===== config.mk =====
export PLATFORM = sky130hd
export DESIGN_NAME = ccpp_top
export DESIGN_NICKNAME = d
export VERILOG_FILES = /design/src/logic/ccpp_pkg.sv /design/src/logic/ccpp_sync.sv /design/src/logic/ccpp_top.sv
export SDC_FILE = /design/constraint.sdc
export NUM_CORES = 1
export LEC_CHECK = 0
export BUFFER_PORTS_ARGS = -buffer_cell sky130_fd_sc_hd__buf_4
export CORE_ASPECT_RATIO = 0.7
export CORE_MARGIN = 4
export CORE_UTILIZATION = 35
export CTS_BUF_LIST = sky130_fd_sc_hd__clkbuf_4 sky130_fd_sc_hd__clkbuf_8
export CTS_CLUSTER_DIAMETER = 150
export DETAILED_ROUTE_END_ITERATION = 6
export SYNTH_ARGS = -nofsm -noshare
export SYNTH_HDL_FRONTEND = slang
export SYNTH_HIERARCHICAL = 1
export SYNTH_SLANG_ARGS = --single-unit

===== constraint.sdc =====
create_clock -name clk_in -period 5.4 [get_ports clk_in]
set_input_delay 1.08 -clock clk_in [delete_from_list [all_inputs] [get_ports clk_in]]
set_output_delay 1.08 -clock clk_in [all_outputs]
set_load 0.05 [all_outputs]

===== src/logic/ccpp_pkg.sv =====
// Constants, field positions and state types for the charge sequencer.
// Assumes a 200 MHz core clock; all intervals are derived from it.
package ccpp_pkg;
	localparam longint CLK_HZ = 200_000_000;
	// Deglitch between fast charge and pre-charge
	localparam longint PHASE_DEG_MS = 25;
	localparam logic [43:0] PHASE_DEG_CYC = 44'(PHASE_DEG_MS * CLK_HZ / 1000);
	// Delay after power-up before charge may start
	localparam longint POWERUP_MS = 1500;
	localparam logic [43:0] POWERUP_CYC = 44'(POWERUP_MS * CLK_HZ / 1000);
	// Pre-charge safety time
	localparam longint PRECHG_MIN = 30;
	localparam logic [43:0] PRECHG_CYC = 44'(PRECHG_MIN * 60 * CLK_HZ);
	// Fast charge safety time, set by the timer capacitor; plain default
	localparam longint FASTCHG_MIN = 300;
	localparam logic [43:0] FASTCHG_CYC = 44'(FASTCHG_MIN * 60 * CLK_HZ);
	// Break-before-make dead time
	localparam longint DEAD_NS = 10_000;
	localparam logic [11:0] DEAD_CYC = 12'(DEAD_NS * CLK_HZ / 1_000_000_000);
	// Synchronised comparator flag positions
	localparam int SYNC_W = 19;
	localparam int IN_CELL_LOW = 0;
	localparam int IN_CELL_HIGH = 1;
	localparam int IN_CHARGE_CURRENT_SET_HI = 2;
	localparam int IN_CHARGE_CURRENT_SET_LO = 3;
	localparam int IN_BATT_LOW = 4;
	localparam int IN_BATT_RECH = 5;
	localparam int IN_CUR_TERM = 6;
	localparam int IN_VREG = 7;
	localparam int IN_TTC_GND = 8;
	localparam int IN_TTC_REF = 9;
	localparam int IN_SUP_BATT = 10;
	localparam int IN_SUP_300 = 11;
	localparam int IN_UNDERVOLTAGE_LOCKOUT = 12;
	localparam int IN_OV = 13;
	localparam int IN_UV = 14;
	localparam int IN_REG_GOOD = 15;
	localparam int IN_THERMAL_SHUTDOWN = 16;
	localparam int IN_TS_FAULT = 17;
	localparam int IN_ACN_200 = 18;
	// Register map
	localparam logic [7:0] ADDR_CTRL = 8'h00;
	localparam logic [7:0] ADDR_STATUS = 8'h04;
	localparam logic [31:0] CTRL_RESET = 32'h0000_0000;
	localparam int CTRL_INHIBIT_BIT = 0;
	// Cell count codes on the regulation target output
	localparam logic [1:0] CELL_ONE = 2'h1;
	localparam logic [1:0] CELL_TWO = 2'h2;
	localparam logic [1:0] CELL_THREE = 2'h3;
	typedef enum logic [4:0] {
		CH_IDLE = 5'h01,
		CH_PRE = 5'h02,
		CH_FAST = 5'h04,
		CH_DONE = 5'h08,
		CH_FAULT = 5'h10
	} ccpp_chg_t;
	typedef enum logic [2:0] {
		PP_BATT = 3'h1,
		PP_DEAD = 3'h2,
		PP_ADAPT = 3'h4
	} ccpp_path_t;
endpackage


===== src/logic/ccpp_sync.sv =====
// Three-stage synchroniser for the comparator flags.
// Assumes asynchronous flags; a change is taken once stages two and three agree.
`timescale 1ns/1ps
`default_nettype none
module ccpp_sync
(
	input wire logic clk_in,
	input wire logic arst_n_in,
	input wire logic [ccpp_pkg::SYNC_W-1:0] raw_in,
	output logic [ccpp_pkg::SYNC_W-1:0] flag_out
);
	import ccpp_pkg::*;
	typedef struct packed {
		logic [SYNC_W-1:0] s1;
		logic [SYNC_W-1:0] s2;
		logic [SYNC_W-1:0] s3;
		logic [SYNC_W-1:0] q;
	} ccpp_sync_st_t;
	ccpp_sync_st_t st;
	ccpp_sync_st_t next_st;
	always_comb
	begin
		next_st.s1 = raw_in;
		next_st.s2 = st.s1;
		next_st.s3 = st.s2;
		next_st.q = st.q;
		for (int i = 0; i < SYNC_W; i++)
		begin
			if (st.s2[i] == st.s3[i])
			begin
				next_st.q[i] = st.s3[i];
			end
		end
	end
	always_ff @(posedge clk_in or negedge arst_n_in)
	begin
		if (!arst_n_in)
		begin
			st <= '0;
		end
		else
		begin
			st <= next_st;
		end
	end
	assign flag_out = st.q;
endmodule
`default_nettype wire


===== src/logic/ccpp_top.sv =====
// Charge cycle sequencer and power path selector of a stand-alone charger.
// Assumes comparator flags from the analog front end and a 200 MHz clock.
//
// The implementer's own choices: the address-and-strobe port and the register addresses.
`timescale 1ns/1ps
`default_nettype none
module ccpp_top
#(
	parameter logic [43:0] PHASE_DEG = ccpp_pkg::PHASE_DEG_CYC,
	parameter logic [43:0] POWERUP_DLY = ccpp_pkg::POWERUP_CYC,
	parameter logic [43:0] PRECHG_TMO = ccpp_pkg::PRECHG_CYC,
	parameter logic [43:0] FASTCHG_TMO = ccpp_pkg::FASTCHG_CYC
)
(
	input wire logic clk_in,
	input wire logic arst_n_in,
	input wire logic cell_pin_low_in,
	input wire logic cell_pin_high_in,
	input wire logic charge_current_set_hi_in,
	input wire logic charge_current_set_lo_in,
	input wire logic battery_below_low_in,
	input wire logic battery_below_recharge_in,
	input wire logic current_below_term_in,
	input wire logic voltage_reg_phase_in,
	input wire logic timer_capacitor_gnd_in,
	input wire logic timer_capacitor_ref_in,
	input wire logic supply_above_batt_in,
	input wire logic supply_above_batt_300_in,
	input wire logic undervoltage_lockout_in,
	input wire logic input_overvoltage_in,
	input wire logic input_undervoltage_in,
	input wire logic regulators_good_in,
	input wire logic thermal_shutdown_in,
	input wire logic thermistor_fault_in,
	input wire logic input_neg_below_batt_200_in,
	input wire logic [7:0] reg_addr_in,
	input wire logic [31:0] reg_wdata_in,
	input wire logic reg_wr_in,
	input wire logic reg_rd_in,
	output logic [31:0] reg_rdata_out,
	output logic [1:0] cell_sel_out,
	output logic charge_enable_out,
	output logic precharge_current_out,
	output logic fast_charge_out,
	output logic charge_done_out,
	output logic fault_out,
	output logic ref_enable_out,
	output logic status_out,
	output logic status_oe_n_out,
	output logic adapter_switch_drive_out,
	output logic battery_switch_drive_out
);
	import ccpp_pkg::*;
	typedef struct packed {
		ccpp_chg_t chg;
		ccpp_path_t path;
		logic charge_current_set_en;
		logic ctrl_inhibit;
		logic [43:0] pu_cnt;
		logic [43:0] tmr;
		logic [43:0] deg;
		logic [11:0] dead;
		logic [31:0] rdata;
		logic [1:0] cell_sel;
		logic chg_en;
		logic pre_sel;
		logic fast;
		logic done;
		logic fault;
		logic ref_en;
		logic stat;
		logic stat_oe_n;
		logic ac_drv;
		logic bat_drv;
	} ccpp_st_t;
	ccpp_st_t st;
	ccpp_st_t next_st;
	logic [SYNC_W-1:0] raw;
	logic [SYNC_W-1:0] f;
	logic sleep;
	logic undervoltage_lockout;
	logic qualified;
	logic pu_done;
	logic enable_ok;
	logic charge_current_set_rise;
	logic term_en;
	logic fast_tmr_en;
	always_comb
	begin
		raw = '0;
		raw[IN_CELL_LOW] = cell_pin_low_in;
		raw[IN_CELL_HIGH] = cell_pin_high_in;
		raw[IN_CHARGE_CURRENT_SET_HI] = charge_current_set_hi_in;
		raw[IN_CHARGE_CURRENT_SET_LO] = charge_current_set_lo_in;
		raw[IN_BATT_LOW] = battery_below_low_in;
		raw[IN_BATT_RECH] = battery_below_recharge_in;
		raw[IN_CUR_TERM] = current_below_term_in;
		raw[IN_VREG] = voltage_reg_phase_in;
		raw[IN_TTC_GND] = timer_capacitor_gnd_in;
		raw[IN_TTC_REF] = timer_capacitor_ref_in;
		raw[IN_SUP_BATT] = supply_above_batt_in;
		raw[IN_SUP_300] = supply_above_batt_300_in;
		raw[IN_UNDERVOLTAGE_LOCKOUT] = undervoltage_lockout_in;
		raw[IN_OV] = input_overvoltage_in;
		raw[IN_UV] = input_undervoltage_in;
		raw[IN_REG_GOOD] = regulators_good_in;
		raw[IN_THERMAL_SHUTDOWN] = thermal_shutdown_in;
		raw[IN_TS_FAULT] = thermistor_fault_in;
		raw[IN_ACN_200] = input_neg_below_batt_200_in;
	end
	// Comparator flags into the clock domain
	ccpp_sync u_sync
	(
		.clk_in(clk_in),
		.arst_n_in(arst_n_in),
		.raw_in(raw),
		.flag_out(f)
	);
	always_comb
	begin
		next_st = st;
		undervoltage_lockout = f[IN_UNDERVOLTAGE_LOCKOUT];
		sleep = !f[IN_SUP_BATT];
		qualified = !f[IN_OV] && !f[IN_UV];
		pu_done = (st.pu_cnt == POWERUP_DLY);
		term_en = !f[IN_TTC_GND];
		fast_tmr_en = !f[IN_TTC_GND] && !f[IN_TTC_REF];
		// Current-set hysteresis
		if (f[IN_CHARGE_CURRENT_SET_LO])
		begin
			next_st.charge_current_set_en = 1'b0;
		end
		else if (f[IN_CHARGE_CURRENT_SET_HI])
		begin
			next_st.charge_current_set_en = 1'b1;
		end
		charge_current_set_rise = next_st.charge_current_set_en && !st.charge_current_set_en;
		// Power-up delay counts once from reset
		if (!pu_done)
		begin
			next_st.pu_cnt = st.pu_cnt + 44'h1;
		end
		// Cell count select
		if (f[IN_CELL_LOW])
		begin
			next_st.cell_sel = CELL_ONE;
		end
		else if (f[IN_CELL_HIGH])
		begin
			next_st.cell_sel = CELL_THREE;
		end
		else
		begin
			next_st.cell_sel = CELL_TWO;
		end
		enable_ok = st.charge_current_set_en && !undervoltage_lockout && !sleep && qualified && pu_done
			&& f[IN_REG_GOOD] && !f[IN_THERMAL_SHUTDOWN] && !f[IN_TS_FAULT] && st.ac_drv
			&& !st.ctrl_inhibit;
		// Power path selector
		case (st.path)
			PP_BATT:
			begin
				next_st.dead = '0;
				if (!undervoltage_lockout && !sleep && qualified && f[IN_SUP_300])
				begin
					next_st.path = PP_DEAD;
				end
			end
			PP_DEAD:
			begin
				next_st.dead = st.dead + 12'h1;
				if (undervoltage_lockout || sleep || !qualified || !f[IN_SUP_300])
				begin
					next_st.path = PP_BATT;
				end
				else if (st.dead == DEAD_CYC - 12'h1)
				begin
					next_st.path = PP_ADAPT;
				end
			end
			PP_ADAPT:
			begin
				if (undervoltage_lockout || sleep || !qualified)
				begin
					next_st.path = PP_BATT;
				end
			end
			default:
			begin
				next_st.path = PP_BATT;
			end
		endcase
		next_st.ac_drv = (next_st.path == PP_ADAPT);
		next_st.bat_drv = (next_st.path == PP_BATT) && !undervoltage_lockout && f[IN_ACN_200];
		// Charge sequencer
		case (st.chg)
			CH_IDLE:
			begin
				next_st.tmr = '0;
				next_st.deg = '0;
				if (enable_ok)
				begin
					next_st.chg = f[IN_BATT_LOW] ? CH_PRE : CH_FAST;
				end
			end
			CH_PRE:
			begin
				next_st.tmr = st.tmr + 44'h1;
				next_st.deg = f[IN_BATT_LOW] ? 44'h0 : st.deg + 44'h1;
				if (!enable_ok)
				begin
					next_st.chg = CH_IDLE;
				end
				else if (st.tmr == PRECHG_TMO - 44'h1)
				begin
					next_st.chg = CH_FAULT;
				end
				else if (st.deg == PHASE_DEG - 44'h1)
				begin
					next_st.chg = CH_FAST;
					next_st.tmr = '0;
					next_st.deg = '0;
				end
			end
			CH_FAST:
			begin
				next_st.tmr = fast_tmr_en ? st.tmr + 44'h1 : 44'h0;
				next_st.deg = f[IN_BATT_LOW] ? st.deg + 44'h1 : 44'h0;
				if (!enable_ok)
				begin
					next_st.chg = CH_IDLE;
				end
				else if (fast_tmr_en && st.tmr == FASTCHG_TMO - 44'h1)
				begin
					next_st.chg = CH_FAULT;
				end
				else if (term_en && f[IN_VREG] && !f[IN_BATT_RECH] && f[IN_CUR_TERM])
				begin
					next_st.chg = CH_DONE;
				end
				else if (st.deg == PHASE_DEG - 44'h1)
				begin
					next_st.chg = CH_PRE;
					next_st.tmr = '0;
					next_st.deg = '0;
				end
			end
			CH_DONE:
			begin
				if (!enable_ok || f[IN_BATT_RECH])
				begin
					next_st.chg = CH_IDLE;
				end
			end
			CH_FAULT:
			begin
				if (charge_current_set_rise || undervoltage_lockout)
				begin
					next_st.chg = CH_IDLE;
				end
			end
			default:
			begin
				next_st.chg = CH_IDLE;
			end
		endcase
		if (undervoltage_lockout && st.chg != CH_FAULT)
		begin
			next_st.chg = CH_IDLE;
		end
		next_st.chg_en = (next_st.chg == CH_PRE) || (next_st.chg == CH_FAST);
		next_st.pre_sel = (next_st.chg == CH_PRE);
		next_st.fast = (next_st.chg == CH_FAST);
		next_st.done = (next_st.chg == CH_DONE);
		next_st.fault = (next_st.chg == CH_FAULT);
		next_st.ref_en = !sleep && !undervoltage_lockout;
		next_st.stat = next_st.chg_en;
		next_st.stat_oe_n = sleep || undervoltage_lockout;
		// Register port
		if (reg_wr_in && reg_addr_in == ADDR_CTRL)
		begin
			next_st.ctrl_inhibit = reg_wdata_in[CTRL_INHIBIT_BIT];
		end
		next_st.rdata = '0;
		if (reg_rd_in && reg_addr_in == ADDR_CTRL)
		begin
			next_st.rdata[CTRL_INHIBIT_BIT] = st.ctrl_inhibit;
		end
		else if (reg_rd_in && reg_addr_in == ADDR_STATUS)
		begin
			next_st.rdata[12:0] = {st.cell_sel, st.charge_current_set_en, pu_done, sleep, undervoltage_lockout,
				st.bat_drv, st.ac_drv, st.chg};
		end
	end
	always_ff @(posedge clk_in or negedge arst_n_in)
	begin
		if (!arst_n_in)
		begin
			st <= '0;
			st.chg <= CH_IDLE;
			st.path <= PP_BATT;
			st.ctrl_inhibit <= CTRL_RESET[CTRL_INHIBIT_BIT];
			st.cell_sel <= CELL_TWO;
			st.stat_oe_n <= 1'b1;
		end
		else
		begin
			st <= next_st;
		end
	end
	assign reg_rdata_out = st.rdata;
	assign cell_sel_out = st.cell_sel;
	assign charge_enable_out = st.chg_en;
	assign precharge_current_out = st.pre_sel;
	assign fast_charge_out = st.fast;
	assign charge_done_out = st.done;
	assign fault_out = st.fault;
	assign ref_enable_out = st.ref_en;
	assign status_out = st.stat;
	assign status_oe_n_out = st.stat_oe_n;
	assign adapter_switch_drive_out = st.ac_drv;
	assign battery_switch_drive_out = st.bat_drv;
endmodule
`default_nettype wire

# After elaboration in Yosys (flattened, before gate mapping)
# Index checks and enable logic that the tools add are counted.
totals:
  ff_bits: 254
  latchBits: 0
  ram_bits: 0
  romBits: 0
  inputBits: 63
  out_inout_bits: 44
  wordCells: 170
  mem_count: 0
classes:
  add_sub_neg: 4
  multipliers: 0
  div: 0
  n_lt_le_gt_ge: 0
  n_eq_ne: 40
  shifts: 0
  muxes: 37
  bitwise_logic: 0
  n_reduce_logical: 48
ops:
  columns: ["op", "n"]
  rows:
  - ["2-to-1 mux 88 bit", 7]
  - ["one-hot mux 88 bit (3 select lines)", 1]
  - ["adder 44 x 1 -> 44 bit (second input constant)", 3]
  - ["2-to-1 mux 44 bit", 3]
  - ["2-to-1 mux 5 bit", 11]
  - ["equality test 44 x 23 -> 1 bit (second input constant)", 1]
  - ["equality test 44 x 29 -> 1 bit (second input constant)", 1]
  - ["equality test 44 x 39 -> 1 bit (second input constant)", 1]
  - ["equality test 44 x 42 -> 1 bit (second input constant)", 1]
  - ["logical AND 1 bit", 25]
  - ["one-hot mux 5 bit (5 select lines)", 1]
  - ["one-hot mux 12 bit (2 select lines)", 1]
  - ["equality test 1 bit", 19]
  - ["2-to-1 mux 3 bit", 5]
  - ["logical NOT 1 bit", 14]
  - ["2-to-1 mux 13 bit", 1]
  - ["adder 12 x 1 -> 12 bit (second input constant)", 1]
  - ["equality test 12 x 11 -> 1 bit (second input constant)", 1]
  - ["2-to-1 mux 12 bit", 1]
  - ["equality test 5 x 2 -> 1 bit (second input constant)", 2]
  - ["equality test 5 x 3 -> 1 bit (second input constant)", 2]
  - ["equality test 5 x 4 -> 1 bit (second input constant)", 2]
  - ["equality test 5 bit (second input constant)", 2]
  - ["one-hot mux 3 bit (3 select lines)", 1]
  - ["12 further kinds", 22]

# Depth between registers and ports, before layout
logic_depth:
  depth_word: 17
  mapped_depth: 12
  mapped_depth_nobuf: 9

# Cells and area by module
# The synthesis kept the hierarchy.
by_module_without_submodules:
  columns: ["mod", "n_inst", "cells_per_inst", "area_each_um2", "seq_area_each_um2"]
  rows:
  - ["ccpp_top", 1, 921, 9067.4, 4459.3]
  - ["ccpp_sync", 1, 114, 2258.4, 1901.8]

# Least setup slack after synthesis
# No wires, ideal clock.
synth_timing:
  path_kind: "register -> register"
  from: "register st[144] (netlist bit)"
  to: "register st[62] (netlist bit)"
  setup_ns: 0.126
  t_arrival_ns: 2.711
  t_required_ns: 5.274
  slack_ns: 2.563
  path_stages_with_launch: 12
  n_path_buf: 2
  period_less_slack_ns: 2.837
  cell_sequence: "dfrtp_1 -> inv_1 -> ha_1 -> nor4b_1 -> nand3_1 -> or4_1 -> clkbuf_2 -> or4b_4 -> nand3_4 -> nand2_4 -> buf_6 -> a221o_1"
synth_between:
  elab_chain_len: 9
  elab_cells_between_ends: 10
  classes_between: "eq/ne: 1; mux: 3; reduce/logical: 6"
synth_rtl:
  columns: ["item", "line", "text"]
  rows:
  - ["from (decl)", "ccpp_top.sv:76", "ccpp_st_t st;"]
  - ["from (signal assigned)", "ccpp_top.sv:308", "st <= next_st;"]
  - ["equality test 44 x 29 -> 1 bit *", "ccpp_top.sv:125", "pu_done = (st.pu_cnt == POWERUP_DLY);"]
  - ["logical AND 1 bit *", "ccpp_top.sv:156", "enable_ok = st.charge_current_set_en && !undervoltage_lockout && !sleep && qualified && pu_done"]
  - ["logical AND 1 bit * (4 in a row)", "ccpp_top.sv:157", "&& f[IN_REG_GOOD] && !f[IN_THERMAL_SHUTDOWN] && !f[IN_TS_FAULT] && st.ac_drv"]
  - ["logical AND 1 bit *", "ccpp_top.sv:158", "&& !st.ctrl_inhibit;"]
  - ["2-to-1 mux 88 bit, on equally long branches", "ccpp_top.sv:229, ccpp_top.sv:210", null]
  - ["one-hot mux 88 bit (3 select lines) *", "ccpp_top.sv:196", "case (st.chg)"]
# Mark *: on every way between the ends. The rest lies on a longest branch, timed or not.
# A chain may end at the register's enable or synchronous reset.

# Worst setup path after layout
layout_timing:
  from: "register u_sync.st, in the netlist u_sync/flag_out[12]"
  to: "register st[115] (netlist bit)"
layout_between:
  elab_chain_len: 12
  elab_cells_between_ends: 13
  classes_between: "mux: 3; reduce/logical: 10"
layout_rtl:
  columns: ["item", "line", "text"]
  rows:
  - ["from (decl)", "ccpp_sync.sv:19", "ccpp_sync_st_t st;"]
  - ["from (signal assigned)", "ccpp_sync.sv:43", "st <= next_st;"]
  - ["logical NOT 1 bit *", "ccpp_top.sv:156", null]
  - ["logical AND 1 bit * (4 in a row)", "ccpp_top.sv:156", null]
  - ["logical AND 1 bit * (4 in a row)", "ccpp_top.sv:157", null]
  - ["logical AND 1 bit *", "ccpp_top.sv:158", null]
  - ["2-to-1 mux 88 bit, on equally long branches", "ccpp_top.sv:229, ccpp_top.sv:210", null]
  - ["one-hot mux 88 bit (3 select lines) *", "ccpp_top.sv:196", null]
# Marks and branches as above.

==> summary.md <==
| Metric | Value |
|---|---|
| Register-to-register setup slack | `1550 ps` |
| Reg2Reg Launch Point | `u_sync/flag_out[12]` |
| Worst min path class | `flip-flop to flip-flop` |
| Layout fillers | `3003` |
| Req. time, crit path | `5800 ps` |
| Count of flip-flops with a built-in enable after synthesis | `0` |
| Main flop type after synthesis | `sky130_fd_sc_hd__dfrtp_1` |
| Total number of placement rows | `54` |
| PnR worst setup slack | `1549 ps` |
| Transition time of the tightest slew-check pin | `1078 ps` |
| Endpoint type of the worst setup path | `flip-flop` |
| Post-detailed-placement cell area | `11830 sq um` |
| Die X-Extent | `223.0 um` |
| Hold_buf cts | `0` |
| Core outline area | `31550 sq um` |
| Post-route fraction of the period consumed by the critical path | `71.32%` |
| Number of input and output port buffers inserted | `56` |
| Die height | `158.5 um` |
| HPWL after DPL | `14.54 mm` |
| Most frequent cell after synthesis | `sky130_fd_sc_hd__dfrtp_1` |
| Layout area overhead | `11.93%` |
| Drt drc | `0` |
| TritonCTS clock tree | `yes` |
| Commonest cells in the synthesized netlist | `250 x sky130_fd_sc_hd__dfrtp_1, 121 x sky130_fd_sc_hd__nor2_1, 73 x sky130_fd_sc_hd__nand2_1, 71 x sky130_fd_sc_hd__xnor2_1, 57 x sky130_fd_sc_hd__buf_4` |
| Routed length on met2 | `8.955 mm` |
| Sequential-to-total area share from yosys stat | `56.16%` |
| Post-route ant nets | `0` |
| Number of pins with negative max-slew slack in the final report | `0` |
| Max Clk Rate | `259.7 MHz` |
| Number of vias in the routed layout | `7237` |
| Crit path launch type | `flip-flop` |
| Leading cell types by total area after synthesis | `sky130_fd_sc_hd__dfrtp_1 55%, sky130_fd_sc_hd__xnor2_1 5.5%, sky130_fd_sc_hd__nor2_1 4.0%` |
| Number of iterations in the first detailed-routing pass | `4` |
| Layout Nets | `1144` |
| Total routing usage reported by global routing | `12.57%` |
| Number of max-cap violations | `0` |
| Power density over the cells | `301.4 nW/um^2` |
| Library cell occupying the most area in the post-synthesis netlist | `sky130_fd_sc_hd__dfrtp_1` |
| Buffers from clock root to sink, at most | `3` |
| Setup TNS Final | `0 ps` |
| Hold worst-path end | `u_sync/next_st[21]` |
| Setup repair after global routing missed its margin | `false` |
| Synthesized area per cell | `10.94 sq um` |
| Initial antenna violation count | `0` |
| Largest net degree at the start of global routing | `111` |
| Count of different cell masters after synthesis | `62` |
| Final standard cell area without fillers | `12680 sq um` |
| Reg2reg path depth | `8` |
| Deepest level of the CTS H-tree | `2` |
| Initial Utilization | `35.89%` |
| Area share of the largest cell type after synthesis | `55.24%` |
| Smallest hold slack | `346.8 ps` |
| Endpoint of the worst-slack reg-to-reg timing path | `st[115]` |
| Kind of critical path | `flip-flop to flip-flop` |
| Detailed Route Iter0 Violations | `506` |
| Number of CTS-inserted buffers | `39` |
| WHS Path Cells | `0` |
| Min-delay src | `u_sync/next_st[40]` |
| Status | `finished clean` |
| Number of global-route vias before repair | `7103` |
| Post-CTS setup-driven buffer insertion count | `0` |
| Static power due to leakage | `5.397 nW` |
| Average wire per cell in the routed design | `14.23 um` |
| Wire length of the first global-routing pass | `36.85 mm` |
| Clk root buf | `sky130_fd_sc_hd__clkbuf_8` |
| Mapped Cells | `1035` |
| I/O pin count | `107` |
| Post-cts resize count | `0` |
| Clock Latency Late Sink | `550 ps` |
| Overflow left after global routing | `0` |
| Peak ir drop on the vdd network | `178.1 uV` |
| Warning count from the yosys run | `6` |
| Top routing layer in use | `met4` |
| Share of final-layout standard cells stronger than drive strength 1 | `15.87%` |
| Rel. slew slack | `27.45%` |
| Metal-1 WL | `11.43 mm` |
| Worst clock skew on the final layout | `21.39 ps` |
| Final Setup Violations | `0` |
| Weighted congestion at the end of routability-driven global placement | `0.7708` |
| Final number of hold-violating endpoints | `0` |
| Diode insertion count for antenna repair | `0` |
| Post-synthesis async set-or-reset flop share | `100.0%` |
| CP max FO | `29` |
| Dpl ws | `1548 ps` |
| Number of vias per cell after detailed routing | `4.752` |
| FF+latch count, synth | `254` |
| Sum of met3 wire segment lengths after detailed routing | `901 um` |
| Min Tclk post-route | `3851 ps` |
| Detailed-route wire length | `21.67 mm` |
| Data arrival time of the critical path | `4260 ps` |
| Clock-pin transition on the worst setup and hold timing paths | `60 ps` |
| Die ar. | `35350 sq um` |
| Cell area after synthesis | `11330 sq um` |
| CTS sink cnt | `254` |
-- sequential cells by signal (all words and copies together) (netlist names) --
name / cells
st: 154
precharge_current_out: 1
u_sync/flag_out: 19
u_sync/next_st: 38
adapter_switch_drive_out: 1
ref_enable_out: 1
u_sync/st: 19
battery_switch_drive_out: 1
reg_rdata_out: 13
status_oe_n_out: 1
cell_sel_out: 2
status_out: 1
fault_out: 1
fast_charge_out: 1
charge_done_out: 1
-- cell type report --
class / instances / area, sq um / share of cell area [%]
Clock buffer: 62 / 784.5 / 6.188
Clock inverter: 6 / 61.31 / 0.4836
Inverter: 23 / 86.33 / 0.6810
Multi-Input combinational cell: 697 / 4380 / 34.55
Sequential cell: 254 / 6361 / 50.18
Tap cell: 420 / 525.5 / 4.145
Timing Repair Buffer: 61 / 478.0 / 3.770
-- where the power goes --
part	total (mW)	switching [mW]	leakage, nW	internal [mW]
sequential	1.98	0.0289	3.34	1.95
combinational	0.137	0.0945	1.61	0.0423
clock	1.71	0.739	0.448	0.970
total	3.82	0.862	5.40	2.96
-- routing by layer --
layer  track usage (%)  up-vias
li1                  -     3598
met1             19.38     3518
met2             17.42       87
met3             2.875       34
met4             4.019        0
met5                 0        -
-- kinds of logic after synthesis --
group           after synthesis  synth area share [%]
flops                       254                 56.16
xor+xnor                    109                 8.429
simple gates                460                 21.90
fa+ha+maj                    24                 2.441
buf+inv                     102                 5.756
compound gates               74                 4.253
mux                          11                 1.027
other cells                   1               0.03311
-- cell usage in the layout (no fill, tap or decap), types with 7 or more instances in the layout --
cell / synthesis / final
sky130_fd_sc_hd__inv_1: 22 / 22
sky130_fd_sc_hd__nand2b_1: 7 / 7
sky130_fd_sc_hd__xor2_1: 38 / 38
sky130_fd_sc_hd__and3_1: 30 / 30
sky130_fd_sc_hd__buf_4: 57 / 59
sky130_fd_sc_hd__clkbuf_8: 0 / 51
sky130_fd_sc_hd__a21oi_1: 17 / 17
sky130_fd_sc_hd__nor3_1: 25 / 25
sky130_fd_sc_hd__dfrtp_1: 250 / 250
sky130_fd_sc_hd__conb_1: 1 / 19
sky130_fd_sc_hd__or3_1: 8 / 8
sky130_fd_sc_hd__nor2_1: 121 / 121
sky130_fd_sc_hd__nor4_1: 17 / 17
sky130_fd_sc_hd__o21ai_0: 24 / 24
sky130_fd_sc_hd__clkbuf_4: 0 / 11
sky130_fd_sc_hd__nand3_1: 53 / 53
sky130_fd_sc_hd__maj3_2: 19 / 19
sky130_fd_sc_hd__xnor2_1: 71 / 71
sky130_fd_sc_hd__nand2_1: 73 / 73
sky130_fd_sc_hd__nor4b_1: 10 / 10
sky130_fd_sc_hd__nand4_1: 33 / 33
sky130_fd_sc_hd__and2_1: 24 / 24
sky130_fd_sc_hd__and4_1: 14 / 14
sky130_fd_sc_hd__nor2b_1: 9 / 9
-- per-stage QoR --
stage	utilization [%]	instances	power, mW
after floorplan	-	1053	2.104
after global placement	37.50	1455	2.149
after detailed placement	37.50	1455	2.151
after CTS	40.18	1523	3.893
after global routing	40.18	1523	3.998
final	40.18	1523	3.820
-- critical path, cell delays in order (launching register included) --
cell and delay [ps]:
sky130_fd_sc_hd__dfrtp_1 500, sky130_fd_sc_hd__nor4b_2 480, sky130_fd_sc_hd__nand4_1 170, sky130_fd_sc_hd__or4_1 630, sky130_fd_sc_hd__or4b_4 630, sky130_fd_sc_hd__a22oi_2 420, sky130_fd_sc_hd__and2_1 380, sky130_fd_sc_hd__buf_4 380
sky130_fd_sc_hd__nor2_1 100
-- how the worst max path moves through the flow --
stage                        startpoint      end  slack, ps  cells after the start
floorplan                       st[144]   st[62]       2560                     11
global placement    u_sync/flag_out[12]  st[127]       1560                      8
detailed placement              st[144]  st[115]       1550                     10
CTS                             st[144]  st[115]       1520                     10
global route                    st[144]  st[115]       1190                     10
finish              u_sync/flag_out[12]  st[115]       1550                      8
Power figures use the tool's default switching activity.
